===== config.mk =====
export PLATFORM = sky130hd
export DESIGN_NAME = sensor_link_master
export DESIGN_NICKNAME = d
export VERILOG_FILES = /design/src/core/sensor_link_pkg.sv /design/src/core/sensor_link_master.sv
export SDC_FILE = /design/constraint.sdc
export NUM_CORES = 1
export LEC_CHECK = 0
export BUFFER_PORTS_ARGS = -buffer_cell sky130_fd_sc_hd__buf_2
export CAP_MARGIN = 20
export CORE_ASPECT_RATIO = 1.25
export CORE_MARGIN = 2
export CORE_UTILIZATION = 53
export DETAILED_ROUTE_END_ITERATION = 10
export PLACE_DENSITY = 0.72
export SYNTH_ARGS = -nofsm -noshare
export SYNTH_HDL_FRONTEND = slang
export SYNTH_SLANG_ARGS = --single-unit

===== constraint.sdc =====
create_clock -name sys_clk_i -period 3.1 [get_ports sys_clk_i]
set_clock_uncertainty 0.1 [all_clocks]
set_input_delay 0.465 -clock sys_clk_i [delete_from_list [all_inputs] [get_ports sys_clk_i]]
set_output_delay 0.465 -clock sys_clk_i [all_outputs]
set_load 0.005 [all_outputs]

===== src/core/sensor_link_pkg.sv =====
// constants and carrier types for the host-side serial master of the sensor
// assumes a 200 MHz system clock
package sensor_link_pkg;
  localparam int unsigned CLK_MHZ = 200;
  localparam int unsigned CLK_PERIOD_PS = 5000;
  // serial clock half period; the 64-cycle timer holds each level 65 cycles, 325 ns high and low
  localparam int unsigned HALF_NS = 320;
  localparam int unsigned HALF_CYC = (HALF_NS * 1000) / CLK_PERIOD_PS;
  localparam int unsigned WRITE_TO_WRITE_GAP_US = 50;
  localparam int unsigned WRITE_GAP_CYC = WRITE_TO_WRITE_GAP_US * CLK_MHZ;
  localparam int unsigned READ_ADDRESS_TO_DATA_GAP_US = 50;
  localparam int unsigned RAD_CYC = READ_ADDRESS_TO_DATA_GAP_US * CLK_MHZ;
  localparam int unsigned MOTION_GAP_US = 75;
  localparam int unsigned RAD_MOT_CYC = MOTION_GAP_US * CLK_MHZ;
  localparam int unsigned READ_GAP_NS = 250;
  localparam int unsigned READ_GAP_CYC =
    (READ_GAP_NS * 1000 + CLK_PERIOD_PS - 1) / CLK_PERIOD_PS;
  localparam int unsigned BURST_EXIT_HIGH_TIME_US = 4;
  localparam int unsigned BEXIT_CYC = BURST_EXIT_HIGH_TIME_US * CLK_MHZ;
  localparam int unsigned SEL_SETUP_NS = 120;
  localparam int unsigned SEL_SETUP_CYC =
    (SEL_SETUP_NS * 1000 + CLK_PERIOD_PS - 1) / CLK_PERIOD_PS;
  localparam logic [6:0] MOTION_ADDR = 7'h02;
  localparam logic [6:0] MOTION_BURST_ADDR = 7'h50;
  localparam int unsigned DIR_BIT = 7;
  localparam logic [7:0] RESET_DATA = 8'h00;

  typedef struct packed {
    logic write;
    logic burst;
    logic [6:0] addr;
    logic [7:0] data;
  } cmd_t;

  typedef struct packed {
    logic sclk;
    logic mosi;
    logic select_bar;
  } pins_t;
endpackage


===== src/core/sensor_link_master.sv =====
// host-side master that drives the sensor serial port through its pins
// assumes cmd_valid_i is from sys_clk_i logic and miso_i is asynchronous
//
// Summary of operation
// only this master starts transfers
// sensor ignores port in sleep or reset
// select high: sensor ignores, output floats; the port model toggles miso instead
// select falls before any clocking
// select rise aborts whole transaction
// gaps still kept after abort
// select framed per transaction, idle high
// select raised after each burst
// write: address with top bit one, data
// mosi sampled on rising serial clock
// read: address top bit zero, data back
// sensor drives data on falling edge
// sensor holds data until next fall
// 50 us between write data ends
// 50 us write end to read address
// 250 ns after read before next fall
// clock paused after read address byte
// pull-ups allow open-drain master drive
// 50 us address-to-data for reads
// 75 us for motion registers
// select high 4 us ends burst
// unassigned read returns zero
// most significant bit first
`timescale 1ns/1ps
module sensor_link_master
  import sensor_link_pkg::*;
(
  input wire logic sys_clk_i,
  input wire logic reset_n_i,
  input wire cmd_t cmd_i,
  input wire logic cmd_valid_i,
  output logic cmd_ready_o,
  output logic [7:0] rd_data_o,
  output logic rd_valid_o,
  input wire logic miso_i,
  output logic sclk_o,
  output logic sclk_oe_n_o,
  output logic mosi_o,
  output logic mosi_oe_n_o,
  output logic select_bar_o,
  output logic select_bar_oe_n_o,
  input wire logic sleep_request_low_abort_i,
  output logic sleep_request_low_o
);

  typedef enum logic [6:0] {
    S_IDLE = 7'b0000001,
    S_SEL = 7'b0000010,
    S_ADDR = 7'b0000100,
    S_WAIT = 7'b0001000,
    S_DATA = 7'b0010000,
    S_DESEL = 7'b0100000,
    S_GAP = 7'b1000000
  } state_t;

  state_t state;
  cmd_t cmd;
  pins_t pins;
  logic [14:0] timer;
  logic [3:0] bit_cnt;
  logic phase;
  logic [7:0] shift;
  logic [2:0] miso_sync;
  logic miso_val;
  logic last_write;

  function automatic logic [14:0] cyc(input int unsigned n);
    return n[14:0];
  endfunction

  // wait after a read address byte depends on the register class
  function automatic logic [14:0] rad_wait(input logic [6:0] a);
    return (a == MOTION_ADDR || a == MOTION_BURST_ADDR) ?
      cyc(RAD_MOT_CYC) : cyc(RAD_CYC);
  endfunction

  assign cmd_ready_o = (state == S_IDLE);
  // pins are driven push-pull; enables low means driving
  assign sclk_o = pins.sclk;
  assign mosi_o = pins.mosi;
  assign select_bar_o = pins.select_bar;
  assign sclk_oe_n_o = 1'b0;
  assign mosi_oe_n_o = 1'b0;
  assign select_bar_oe_n_o = 1'b0;
  // sensor is kept awake; port only used while awake
  assign sleep_request_low_o = 1'b1;

  //////////////////////////////////////////////////////////////////////////
  // miso synchroniser; value taken when second and third stages agree

  always_ff @(posedge sys_clk_i or negedge reset_n_i) begin
    if (!reset_n_i) begin
      miso_sync <= 3'h0;
    end else begin
      miso_sync <= {miso_sync[1:0], miso_i};
    end
  end

  always_ff @(posedge sys_clk_i or negedge reset_n_i) begin
    if (!reset_n_i) begin
      miso_val <= 1'b0;
    end else if (miso_sync[1] == miso_sync[2]) begin
      miso_val <= miso_sync[2];
    end
  end

  //////////////////////////////////////////////////////////////////////////
  // transaction sequencer

  always_ff @(posedge sys_clk_i or negedge reset_n_i) begin
    if (!reset_n_i) begin
      state <= S_IDLE;
      cmd <= '0;
      pins <= '{sclk: 1'b1, mosi: 1'b1, select_bar: 1'b1};
      timer <= '0;
      bit_cnt <= '0;
      phase <= 1'b0;
      shift <= RESET_DATA;
      rd_data_o <= RESET_DATA;
      rd_valid_o <= 1'b0;
      last_write <= 1'b0;
    end else begin
      rd_valid_o <= 1'b0;
      if (timer != '0) begin
        timer <= timer - 15'h0001;
      end
      unique case (state)
        S_IDLE: begin
          pins.select_bar <= 1'b1;
          pins.sclk <= 1'b1;
          if (cmd_valid_i) begin
            cmd <= cmd_i;
            // address byte, direction flag leading
            shift <= {cmd_i.write, cmd_i.addr};
            pins.select_bar <= 1'b0;
            timer <= cyc(SEL_SETUP_CYC);
            state <= S_SEL;
          end
        end
        S_SEL: begin
          if (timer == '0) begin
            bit_cnt <= 4'h8;
            phase <= 1'b0;
            state <= S_ADDR;
          end
        end
        S_ADDR, S_DATA: begin
          if (sleep_request_low_abort_i) begin
            // raising select drops the whole transaction
            pins.select_bar <= 1'b1;
            pins.sclk <= 1'b1;
            timer <= cyc(WRITE_GAP_CYC);
            state <= S_GAP;
          end else if (timer == '0) begin
            timer <= cyc(HALF_CYC);
            if (!phase) begin
              // falling edge: present next bit msb first
              pins.sclk <= 1'b0;
              pins.mosi <= shift[7];
              phase <= 1'b1;
            end else begin
              // rising edge: sensor samples mosi here
              pins.sclk <= 1'b1;
              phase <= 1'b0;
              // read data stable since last fall
              shift <= {shift[6:0], miso_val};
              bit_cnt <= bit_cnt - 4'h1;
              if (bit_cnt == 4'h1) begin
                if (state == S_ADDR) begin
                  if (cmd.write) begin
                    shift <= cmd.data;
                    // earlier write end must be 50 us before ours
                    timer <= cyc(HALF_CYC);
                    state <= S_WAIT;
                  end else begin
                    timer <= rad_wait(cmd.addr);
                    state <= S_WAIT;
                  end
                end else begin
                  if (!cmd.write) begin
                    rd_data_o <= {shift[6:0], miso_val};
                    rd_valid_o <= 1'b1;
                  end
                  last_write <= cmd.write;
                  timer <= cyc(HALF_CYC);
                  state <= S_DESEL;
                end
              end
            end
          end
        end
        S_WAIT: begin
          if (timer == '0) begin
            bit_cnt <= 4'h8;
            phase <= 1'b0;
            state <= S_DATA;
          end
        end
        S_DESEL: begin
          if (timer == '0) begin
            // select raised after every command, burst or not
            pins.select_bar <= 1'b1;
            // a burst write still owes the full write gap
            if (last_write) begin
              timer <= cyc(WRITE_GAP_CYC);
            end else if (cmd.burst) begin
              timer <= cyc(BEXIT_CYC);
            end else begin
              timer <= cyc(READ_GAP_CYC);
            end
            state <= S_GAP;
          end
        end
        S_GAP: begin
          pins.select_bar <= 1'b1;
          pins.sclk <= 1'b1;
          if (timer == '0) begin
            state <= S_IDLE;
          end
        end
        default: begin
          state <= S_IDLE;
        end
      endcase
    end
  end

  //////////////////////////////////////////////////////////////////////////
  // checks

  int unsigned gap_cnt;
  always_ff @(posedge sys_clk_i or negedge reset_n_i) begin
    if (!reset_n_i) begin
      gap_cnt <= 0;
    end else if (state == S_GAP) begin
      gap_cnt <= gap_cnt + 1;
    end else begin
      gap_cnt <= 0;
    end
  end

  sel_frame_a: assert property (@(posedge sys_clk_i) disable iff (!reset_n_i)
    state == S_IDLE |-> select_bar_o)
    else $error("select low while idle");
  sel_before_clk_a: assert property (@(posedge sys_clk_i)
    disable iff (!reset_n_i)
    $fell(sclk_o) |-> !select_bar_o)
    else $error("clock moved without select");
  start_by_req_a: assert property (@(posedge sys_clk_i)
    disable iff (!reset_n_i)
    $fell(select_bar_o) |-> $past(cmd_valid_i) && $past(cmd_ready_o))
    else $error("transfer started without request");
  abort_a: assert property (@(posedge sys_clk_i) disable iff (!reset_n_i)
    (state == S_DATA && sleep_request_low_abort_i) |=> select_bar_o)
    else $error("abort did not raise select");
  gap_min_a: assert property (@(posedge sys_clk_i) disable iff (!reset_n_i)
    (state == S_GAP && $past(state) == S_GAP && timer == '0)
      |-> gap_cnt >= READ_GAP_CYC)
    else $error("gap shorter than required");
  pause_a: assert property (@(posedge sys_clk_i) disable iff (!reset_n_i)
    (state == S_WAIT && !cmd.write) |-> sclk_o)
    else $error("clock moved during address pause");
  idle_clk_a: assert property (@(posedge sys_clk_i) disable iff (!reset_n_i)
    select_bar_o && state != S_DESEL |-> sclk_o)
    else $error("clock toggled while deselected");
  sleep_a: assert property (@(posedge sys_clk_i) disable iff (!reset_n_i)
    sleep_request_low_o)
    else $error("sensor put to sleep by port");
  rd_strobe_a: assert property (@(posedge sys_clk_i) disable iff (!reset_n_i)
    rd_valid_o |=> !rd_valid_o ##1 state == S_DESEL || state == S_GAP)
    else $error("read strobe malformed");

  write_c: cover property (@(posedge sys_clk_i) disable iff (!reset_n_i)
    state == S_DESEL && cmd.write);
  read_c: cover property (@(posedge sys_clk_i) disable iff (!reset_n_i)
    rd_valid_o);
  abort_c: cover property (@(posedge sys_clk_i) disable iff (!reset_n_i)
    state == S_DATA && sleep_request_low_abort_i);
  burst_c: cover property (@(posedge sys_clk_i) disable iff (!reset_n_i)
    state == S_DESEL && cmd.burst);

endmodule // sensor_link_master


==> flow_metrics.tcl, run 1 <==
set metrics [dict create \
    outcome "finished, final reports clean" \
    cts-root-buf "clkbuf_8" \
    peakVddDrop_mv 0.550 \
    netlist_instances 384 \
    worstHoldPathType "in -> reg" \
    num_io_pins 39 \
    overflow 0 \
    die_w_um 78.3 \
    final_cell_mix "nand2_1, dfrtp_1, buf_2" \
    hold_viol_final 0 \
    cts_hold_buf 0 \
    place.gp.congestion 0.881 \
    p_leak_nw 1.93 \
    slew_viol_final 0 \
    drt_iter0_drc 135 \
    dr.pass1.iters 5 \
    routed_wl_mm 8.69 \
    port-buffer-count 34 \
    cp_num_buf_inv 1 \
    slew_headroom_pct 40.4 \
    htreeDepth 3 \
    grt_max_degree 70 \
    required_ns 3.23 \
    fill_cells 570 \
    hold_ws_ns 0.119 \
    path_max_fanout 14 \
    slowest_delay_ns 0.53 \
    synth-seq-cells 69 \
    ys_types 61 \
    yosysSeqAreaShare_pct 47.4 \
    antenna_found_initial 0 \
    dieArea_mm2 0.00758 \
    grt_usage_pct 24.6 \
    antenna_cells 0 \
    max_freq_ghz 0.366 \
    timing.setup.tns_ns 0 \
    syn_area_mm2 0.00366 \
    cts_resized 0 \
    dpl.hpwl_mm 6.26 \
    rsz0062_at_grt "false" \
    drc_errors 0 \
    start_util_pct 55.3 \
    avgSynthCellArea_um2 9.52 \
    layout_setup_ws_ns 0.365 \
    worstSetupPathType "reg -> reg" \
    highest_layer "met4" \
    cts_tree "yes" \
    drv_cap 0 \
    cp-end-kind "flop" \
    critPathTopFamily "simple AND/OR/NAND/NOR gates" \
    numCtsBuffers 9 \
    synthToLayoutAreaGrowth_pct 11.4 \
    path_cells "nor4_4, and4_1, inv_1, o21ai_0, a21oi_1, or3b_2" \
    vias 3024 \
    routed-wl-met3_um 420 \
    grt_pass1_vias 2987 \
    post-place-ws_ns 0.418 \
    fin_cells 508 \
    setup_viol 0 \
    die_h_um 96.9 \
    synth_warnings 0 \
    worst_setup_path_start_kind "flop" \
    insertion_delay_ns 0.35 \
    fin_crit_sh_pct 88.2 \
    rows 33 \
    post_cts_buffers 0 \
    ant_nets 0 \
    dpl.cell_count 493 \
    met1Wirelength_mm 3.65 \
    synth_edf_count 0 \
    wl_per_cell_um 17.1 \
    power.total_w 0.00325 \
    async_flop_share_pct 100 \
    drive_above_1_share_pct 21.6 \
    ys.flop_type "dfrtp_1" \
    core_mm2 0.00661 \
    power.density_mw_per_mm2 799 \
    vias_per_cell 5.95 \
    crit_slowest_cell "and4_1" \
    worstPathArrival_ns 2.86 \
    clk_pin_slew_ns 0.08 \
    layout_commonest_cell "nand2_1" \
    cts.sinks 69 \
    tightestPinTransition_ns 0.888 \
    nNetsFinal 444 \
    wl_met2_mm 4.44 \
    clock_path_buffers 2 \
    grt_pass1_wl_mm 14.6 \
    fin_crit_ns 2.74 \
]
## final timing paths
path,startpoint,endpoint,slack (ns),cells after the start
worst max-delay path,timer[6],timer[9],0.36,6
worst min-delay path,miso_i,miso_sync[0],0.12,1
worst max register to register,timer[6],timer[9],0.36,6
worst min register to register,miso_sync[0],miso_sync[1],0.25,0
max in group asynchronous,reset_n_i,cmd[10],2.13,2
min in group asynchronous,reset_n_i,state[2],0.21,2
## layout make-up
type | instances | area, µm² | area share (%)
flip-flops and latches | 69 | 1730 | 42.5
multi-input cells | 289 | 1790 | 43.9
well taps | 87 | 109 | 2.67
clock inverters | 5 | 61.3 | 1.51
clock buffers | 10 | 138 | 3.38
inverters | 8 | 30.0 | 0.738
repair buffers | 40 | 215 | 5.29
## per-stage QoR
step	cell area, µm²	util, %
CTS	4070	61.6
global route	4070	61.6
detailed placement	3870	58.6
floorplan	3660	-
global placement	3870	58.6
finish	4070	61.6
## synthesized netlist by cell type (2+ instances only)
| master | count | area share, % |
|---|---|---|
| clkbuf_1 | 10 | 1.0 |
| buf_4 | 6 | 1.2 |
| nand3_1 | 13 | 1.8 |
| or2_2 | 3 | 0.51 |
| nor3_1 | 11 | 1.5 |
| mux2i_1 | 10 | 2.7 |
| a21oi_1 | 19 | 2.6 |
| a22o_1 | 4 | 0.96 |
| a31oi_1 | 3 | 0.51 |
| or4_1 | 2 | 0.41 |
| buf_2 | 2 | 0.27 |
| conb_1 | 2 | 0.21 |
| inv_1 | 8 | 0.82 |
| ha_1 | 5 | 1.7 |
| a211oi_1 | 3 | 0.62 |
| and2_1 | 2 | 0.34 |
| nor3b_1 | 3 | 0.62 |
| o21ai_0 | 24 | 3.3 |
| xnor2_1 | 4 | 0.96 |
| buf_6 | 2 | 0.62 |
| nand4_1 | 4 | 0.68 |
| and4_1 | 2 | 0.48 |
| xor2_1 | 3 | 0.72 |
| dfrtp_1 | 65 | 44 |
| nor4_1 | 9 | 1.5 |
| o211ai_1 | 3 | 0.62 |
| o31ai_1 | 3 | 0.62 |
| mux2_2 | 20 | 6.2 |
| nand2_1 | 69 | 7.1 |
| nor2b_1 | 4 | 0.68 |
| dfstp_2 | 4 | 2.9 |
| or3_1 | 2 | 0.34 |
| and3_1 | 4 | 0.68 |
| nor2_1 | 24 | 2.5 |
| o21a_1 | 2 | 0.41 |
| nand2b_1 | 5 | 0.86 |
## state kept, by name, indices dropped and copies added, names as in the netlist
| register | flops |
|---|---|
| rd_valid_o | 1 |
| cmd | 17 |
| last_write | 1 |
| select_bar_o | 1 |
| mosi_o | 1 |
| sclk_o | 1 |
| miso_sync | 3 |
| shift | 8 |
| state | 7 |
| bit_cnt | 4 |
| rd_data_o | 8 |
| timer | 15 |
| phase | 1 |
| miso_val | 1 |
## per-layer routing
layer / up-vias / GRT usage [%]
met1: 1492 / 31.5
met3: 13 / 4.48
met5: - / 0
met2: 91 / 40.7
li1: 1428 / -
met4: 0 / 10.3
## logic make-up after synthesis
kind of cell	count (synthesis)	share of synthesized area [%]
AND/OR/NAND/NOR	170	23.8
adder cells (fa/ha/maj)	6	1.98
other	2	0.205
XOR/XNOR	7	1.68
AO/OA/AOI/OAI	72	12.1
multiplexers	30	8.90
flip-flops	69	47.4
buffers and inverters	28	3.97
## power breakdown
| part | switching [W] | internal, W |
|---|---|---|
| Clock | 0.000348 | 0.000390 |
| Combinational | 0.000631 | 0.000466 |
| Sequential | 0.000241 | 0.00118 |
(Power assumes the default switching activity.)
==> run 2, diff against run 1 <==
PLACE_DENSITY = 0.83   (was 0.72)
==> flow_metrics.tcl, run 2 (synthesis gave the netlist of run 1 again) <==
set metrics [dict create \
    outcome "finished, final reports clean" \
    grt_pass1_vias 3198 \
    clkPwrFrac_pct 26.1 \
    ff2ff_path_depth 5 \
    nNetsFinal 449 \
    setup_viol 0 \
    final_cell_mix "nand2_1, dfrtp_1, buf_2" \
    overflow 0 \
    vias_per_cell 6.05 \
    fin_crit_ns 2.54 \
    p_int_w 0.00219 \
    timing.setup.tns_ns 0 \
    largest_reg_flops 17 \
    vias 3109 \
    dieArea_mm2 0.00758 \
    die_w_um 78.3 \
    place.gp.congestion 0.888 \
    layout_commonest_cell "nand2_1" \
    top_register "cmd" \
    power.density_mw_per_mm2 823 \
    fill_cells 555 \
    numCtsBuffers 9 \
    slew_headroom_pct 52.1 \
    cts_hold_buf 0 \
    startpoint "phase" \
    max_freq_ghz 0.394 \
    rows 33 \
    htreeDepth 3 \
    worstHoldPathType "in -> async" \
    path_max_fanout 12 \
    tightestPinTransition_ns 0.709 \
    clock_path_buffers 2 \
    peakVddDrop_mv 0.462 \
    post_cts_buffers 0 \
    dr.pass1.iters 6 \
    antenna_cells 0 \
    top_regs "cmd x17, timer x15" \
    p_leak_nw 1.98 \
    worstSetupPathType "reg -> reg" \
    drv_cap 0 \
    dpl.hpwl_mm 6.30 \
    wl_per_cell_um 17.0 \
    hold_viol_final 0 \
    cts_tree "yes" \
    grt_usage_pct 25.3 \
    drc_errors 0 \
    rsz0062_at_grt "false" \
    power_frac_comb_pct 32.3 \
    die_h_um 96.9 \
    power_frac_seq_pct 41.6 \
    worstPathArrival_ns 2.70 \
    required_ns 3.26 \
    slew_viol_final 0 \
    synthToLayoutAreaGrowth_pct 13.5 \
    fin_crit_sh_pct 81.9 \
    ant_nets 0 \
    swShare_pct 35.9 \
    cts-root-buf "clkbuf_8" \
    antenna_found_initial 0 \
    grt_pass1_wl_mm 15.1 \
    drive_above_1_share_pct 22.5 \
    cp-end-kind "flop" \
    routed_wl_mm 8.73 \
    worstReg2RegStart "phase" \
    clk_pin_slew_ns 0.08 \
    drt_iter0_drc 187 \
    cts_resized 0 \
    power.switching_w 0.00123 \
    cts.sinks 69 \
    core_mm2 0.00661 \
    port-buffer-count 34 \
    num_io_pins 39 \
    grt_max_degree 30 \
    insertion_delay_ns 0.35 \
    power.total_w 0.00341 \
    worst_setup_path_start_kind "flop" \
    start_util_pct 55.3 \
]
run 2: cell types whose count changed in the layout (fill, tap and decap cells not counted), sizes merged:
cell and delta:
buf +5, bufinv +2, clkinvlp -2, inv +1
run 2: critical path, cell delays in order, from the launching register on:
cell,delay [ns]
dfrtp_1,0.55
nor4bb_1,0.69
nand4_1,0.33
nor2_1,0.41
nand2_1,0.13
a32oi_1,0.24
run 2: metrics by stage:
step / std cells / setup slack, ns / util, % / hold WS [ns] / area (µm²)
2_1_floorplan: 386 / 0.952 / - / 0.0694 / 3660
3_3_place_gp: 498 / 0.651 / 59.2 / 0.233 / 3910
3_5_place_dp: 498 / 0.653 / 59.2 / 0.255 / 3910
4_1_cts: 514 / 0.641 / 62.8 / 0.0506 / 4150
5_1_grt: 514 / 0.392 / 62.8 / 0.0902 / 4150
6_report: 514 / 0.561 / 62.8 / 0.0267 / 4150
run 2: layer usage:
metal	vias up	part of all wire [%]	track usage, %	wire (µm)
met2	147	52	43.3	4520
met3	33	6.3	5.69	546
met1	1488	38	28.4	3310
met5	-	0	0	0
met4	0	4.1	15.0	361
li1	1441	-	-	-
run 2: cell type report:
type / count / area (µm²) / share of cell area, %
inverter: 8 / 30.0 / 0.724
tap: 87 / 109 / 2.62
multi-input combinational: 289 / 1790 / 43.1
sequential: 69 / 1730 / 41.7
timing repair buffer: 45 / 253 / 6.09
clock inverter: 6 / 111 / 2.68
clock buffer: 10 / 128 / 3.08
run 2: path summary, 6_finish.rpt:
check | end | slack, ns
max reg2reg | timer[12] | 0.56
min reg2reg | miso_sync[1] | 0.27
min | timer[2] | 0.03
max in group asynchronous | mosi_o | 2.11
max | timer[12] | 0.56
min in group sys_clk_i | miso_sync[0] | 0.11
run 2: power by group through the flow:
stage	Sequential [W]	Clock (W)	Combinational (W)
after floorplan	0.00136	0	0.000824
after global placement	0.00141	0	0.00106
after detailed placement	0.00143	0	0.00109
after CTS	0.00142	0.000894	0.00110
after global routing	0.00146	0.000938	0.00126
final	0.00142	0.000891	0.00110
==> run 3, diff against run 2 <==
clock period = 2.53 ns   (was 3.1 ns; I/O delays follow)
==> flow_metrics.tcl, run 3 (synthesis gave the netlist of run 1 again) <==
set metrics [dict create \
    outcome "finished, final reports clean" \
    routed_wl_mm 8.99 \
    ff2ff_path_depth 6 \
    port-buffer-count 34 \
    die_h_um 96.9 \
    tightestPinTransition_ns 0.699 \
    vias_per_cell 6.00 \
    hold_viol_final 0 \
    cts_tree "yes" \
    cts.sinks 69 \
    grt.met3_usage_pct 5.78 \
    antenna_cells 0 \
    rows 33 \
    drive_above_1_share_pct 24.8 \
    antenna_found_initial 0 \
    largest_reg_flops 17 \
    grt_max_degree 31 \
    drv_cap 0 \
    required_ns 2.65 \
    wl_per_cell_um 17.0 \
    max_freq_ghz 0.425 \
    drt_iter0_drc 193 \
    p_leak_nw 2.02 \
    synthToLayoutAreaGrowth_pct 15.5 \
    final_cell_mix "nand2_1, dfrtp_1, buf_2" \
    crit_end "timer[5]" \
    num_io_pins 39 \
    core_mm2 0.00661 \
    dr.pass1.iters 4 \
    worstPathArrival_ns 2.47 \
    grt_busiest_layer "met2" \
    cp-end-kind "flop" \
    startpoint "state[6]" \
    fin_cells 527 \
    layout_setup_ws_ns 0.178 \
    nNetsFinal 462 \
    slew_viol_final 0 \
    ant_nets 0 \
    hold_ws_ns 0.0265 \
    top_regs "cmd x17, timer x15" \
    worstSetupPathType "reg -> reg" \
    timing.setup.tns_ns 0 \
    fin_crit_ns 2.35 \
    clk_pin_slew_ns 0.08 \
    dpl.cell_count 510 \
    worst_setup_path_start_kind "flop" \
    grtUsageMet2_pct 42.0 \
    setup_viol 0 \
    numCtsBuffers 9 \
    cts-root-buf "clkbuf_8" \
    fin_crit_sh_pct 93.0 \
    layout_commonest_cell "nand2_1" \
    post_cts_buffers 0 \
    worstReg2RegStart "state[6]" \
    r2r_end "timer[5]" \
    htreeDepth 3 \
    start_util_pct 55.3 \
    grt_usage_pct 25.2 \
    die_w_um 78.3 \
    overflow 0 \
    grt_pass1_wl_mm 15.0 \
    clock_path_buffers 2 \
    insertion_delay_ns 0.36 \
    rsz0062_at_grt "false" \
    path_max_fanout 7 \
    grt_pass1_vias 3111 \
    top_register "cmd" \
    peakVddDrop_mv 0.616 \
    rrSetupSlack_ns 0.18 \
    worstHoldPathType "in -> reg" \
    final_util_pct 63.9 \
    vias 3161 \
    met1_usage_pct 30.7 \
    dieArea_mm2 0.00758 \
    dpl.hpwl_mm 6.54 \
    place.gp.congestion 0.920 \
    power.density_mw_per_mm2 968 \
    slew_headroom_pct 53.4 \
    post-place-ws_ns 0.251 \
    drc_errors 0 \
]
run 3: changes by cell type in the layout (fill, tap and decap cells not counted), sizes merged:
| cell | previous run | this run |
|---|---|---|
| inv | 9 | 10 |
| dlygate4sd3 | 0 | 1 |
| clkinvlp | 1 | 2 |
| bufinv | 3 | 1 |
| buf | 45 | 57 |
run 3: how the worst min path moves through the flow:
| stage | startpoint | endpoint | slack, ns | depth (start not counted) |
|---|---|---|---|---|
| 2_1_floorplan | reset_n_i | bit_cnt[0] | -0.02 | 0 |
| 3_3_place_gp | miso_sync[0] | miso_sync[1] | 0.23 | 0 |
| 3_5_place_dp | miso_sync[0] | miso_sync[1] | 0.24 | 0 |
| 4_1_cts | miso_i | miso_sync[0] | 0.02 | 1 |
| 5_1_grt | miso_i | miso_sync[0] | 0.03 | 1 |
| 6_report | miso_i | miso_sync[0] | 0.03 | 1 |
run 3: cell type report:
type / instances / area [µm²]
clock inverter: 6 / 71.3
fill: 554 / 2380
inverter: 8 / 30.0
timing repair buffer: 58 / 365
clock buffer: 10 / 128
multi-input combinational: 289 / 1790
sequential: 69 / 1730
tap: 87 / 109
run 3: per-layer routing:
metal | up-vias | routed length, µm
li1 | 1462 | -
met1 | 1531 | 3500
met2 | 138 | 4540
met3 | 30 | 598
met4 | 0 | 346
met5 | - | 0
run 3: repair_timing:
| action | 4_1_cts | 5_1_grt |
|---|---|---|
| hold buffers | 1 | 0 |
| gates resized for setup | 0 | 1 |
| hold endpoints to repair | 24 | 0 |
| setup endpoints to repair | 0 | 2 |
run 3: metrics by stage:
stage | total power, W | cell area [µm²]
floorplan | 0.00268 | 3660
CTS | 0.00408 | 4220
global route | 0.00434 | 4220
global placement | 0.00309 | 4010
finish | 0.00409 | 4220
detailed placement | 0.00316 | 4010
run 3: power breakdown:
group / switching (W) / total [W] / internal, W
Clock: 0.000447 / 0.000910 / 0.000464
Sequential: 0.000308 / 0.00175 / 0.00144
Combinational: 0.000794 / 0.00143 / 0.000633
run 3: critical path, cell delays in order (launching register included):
cell,delay [ns]
dfrtp_1,0.45
nor4_1,0.52
o211ai_1,0.22
buf_4,0.23
nand2_1,0.10
a21boi_0,0.43
o22ai_1,0.16
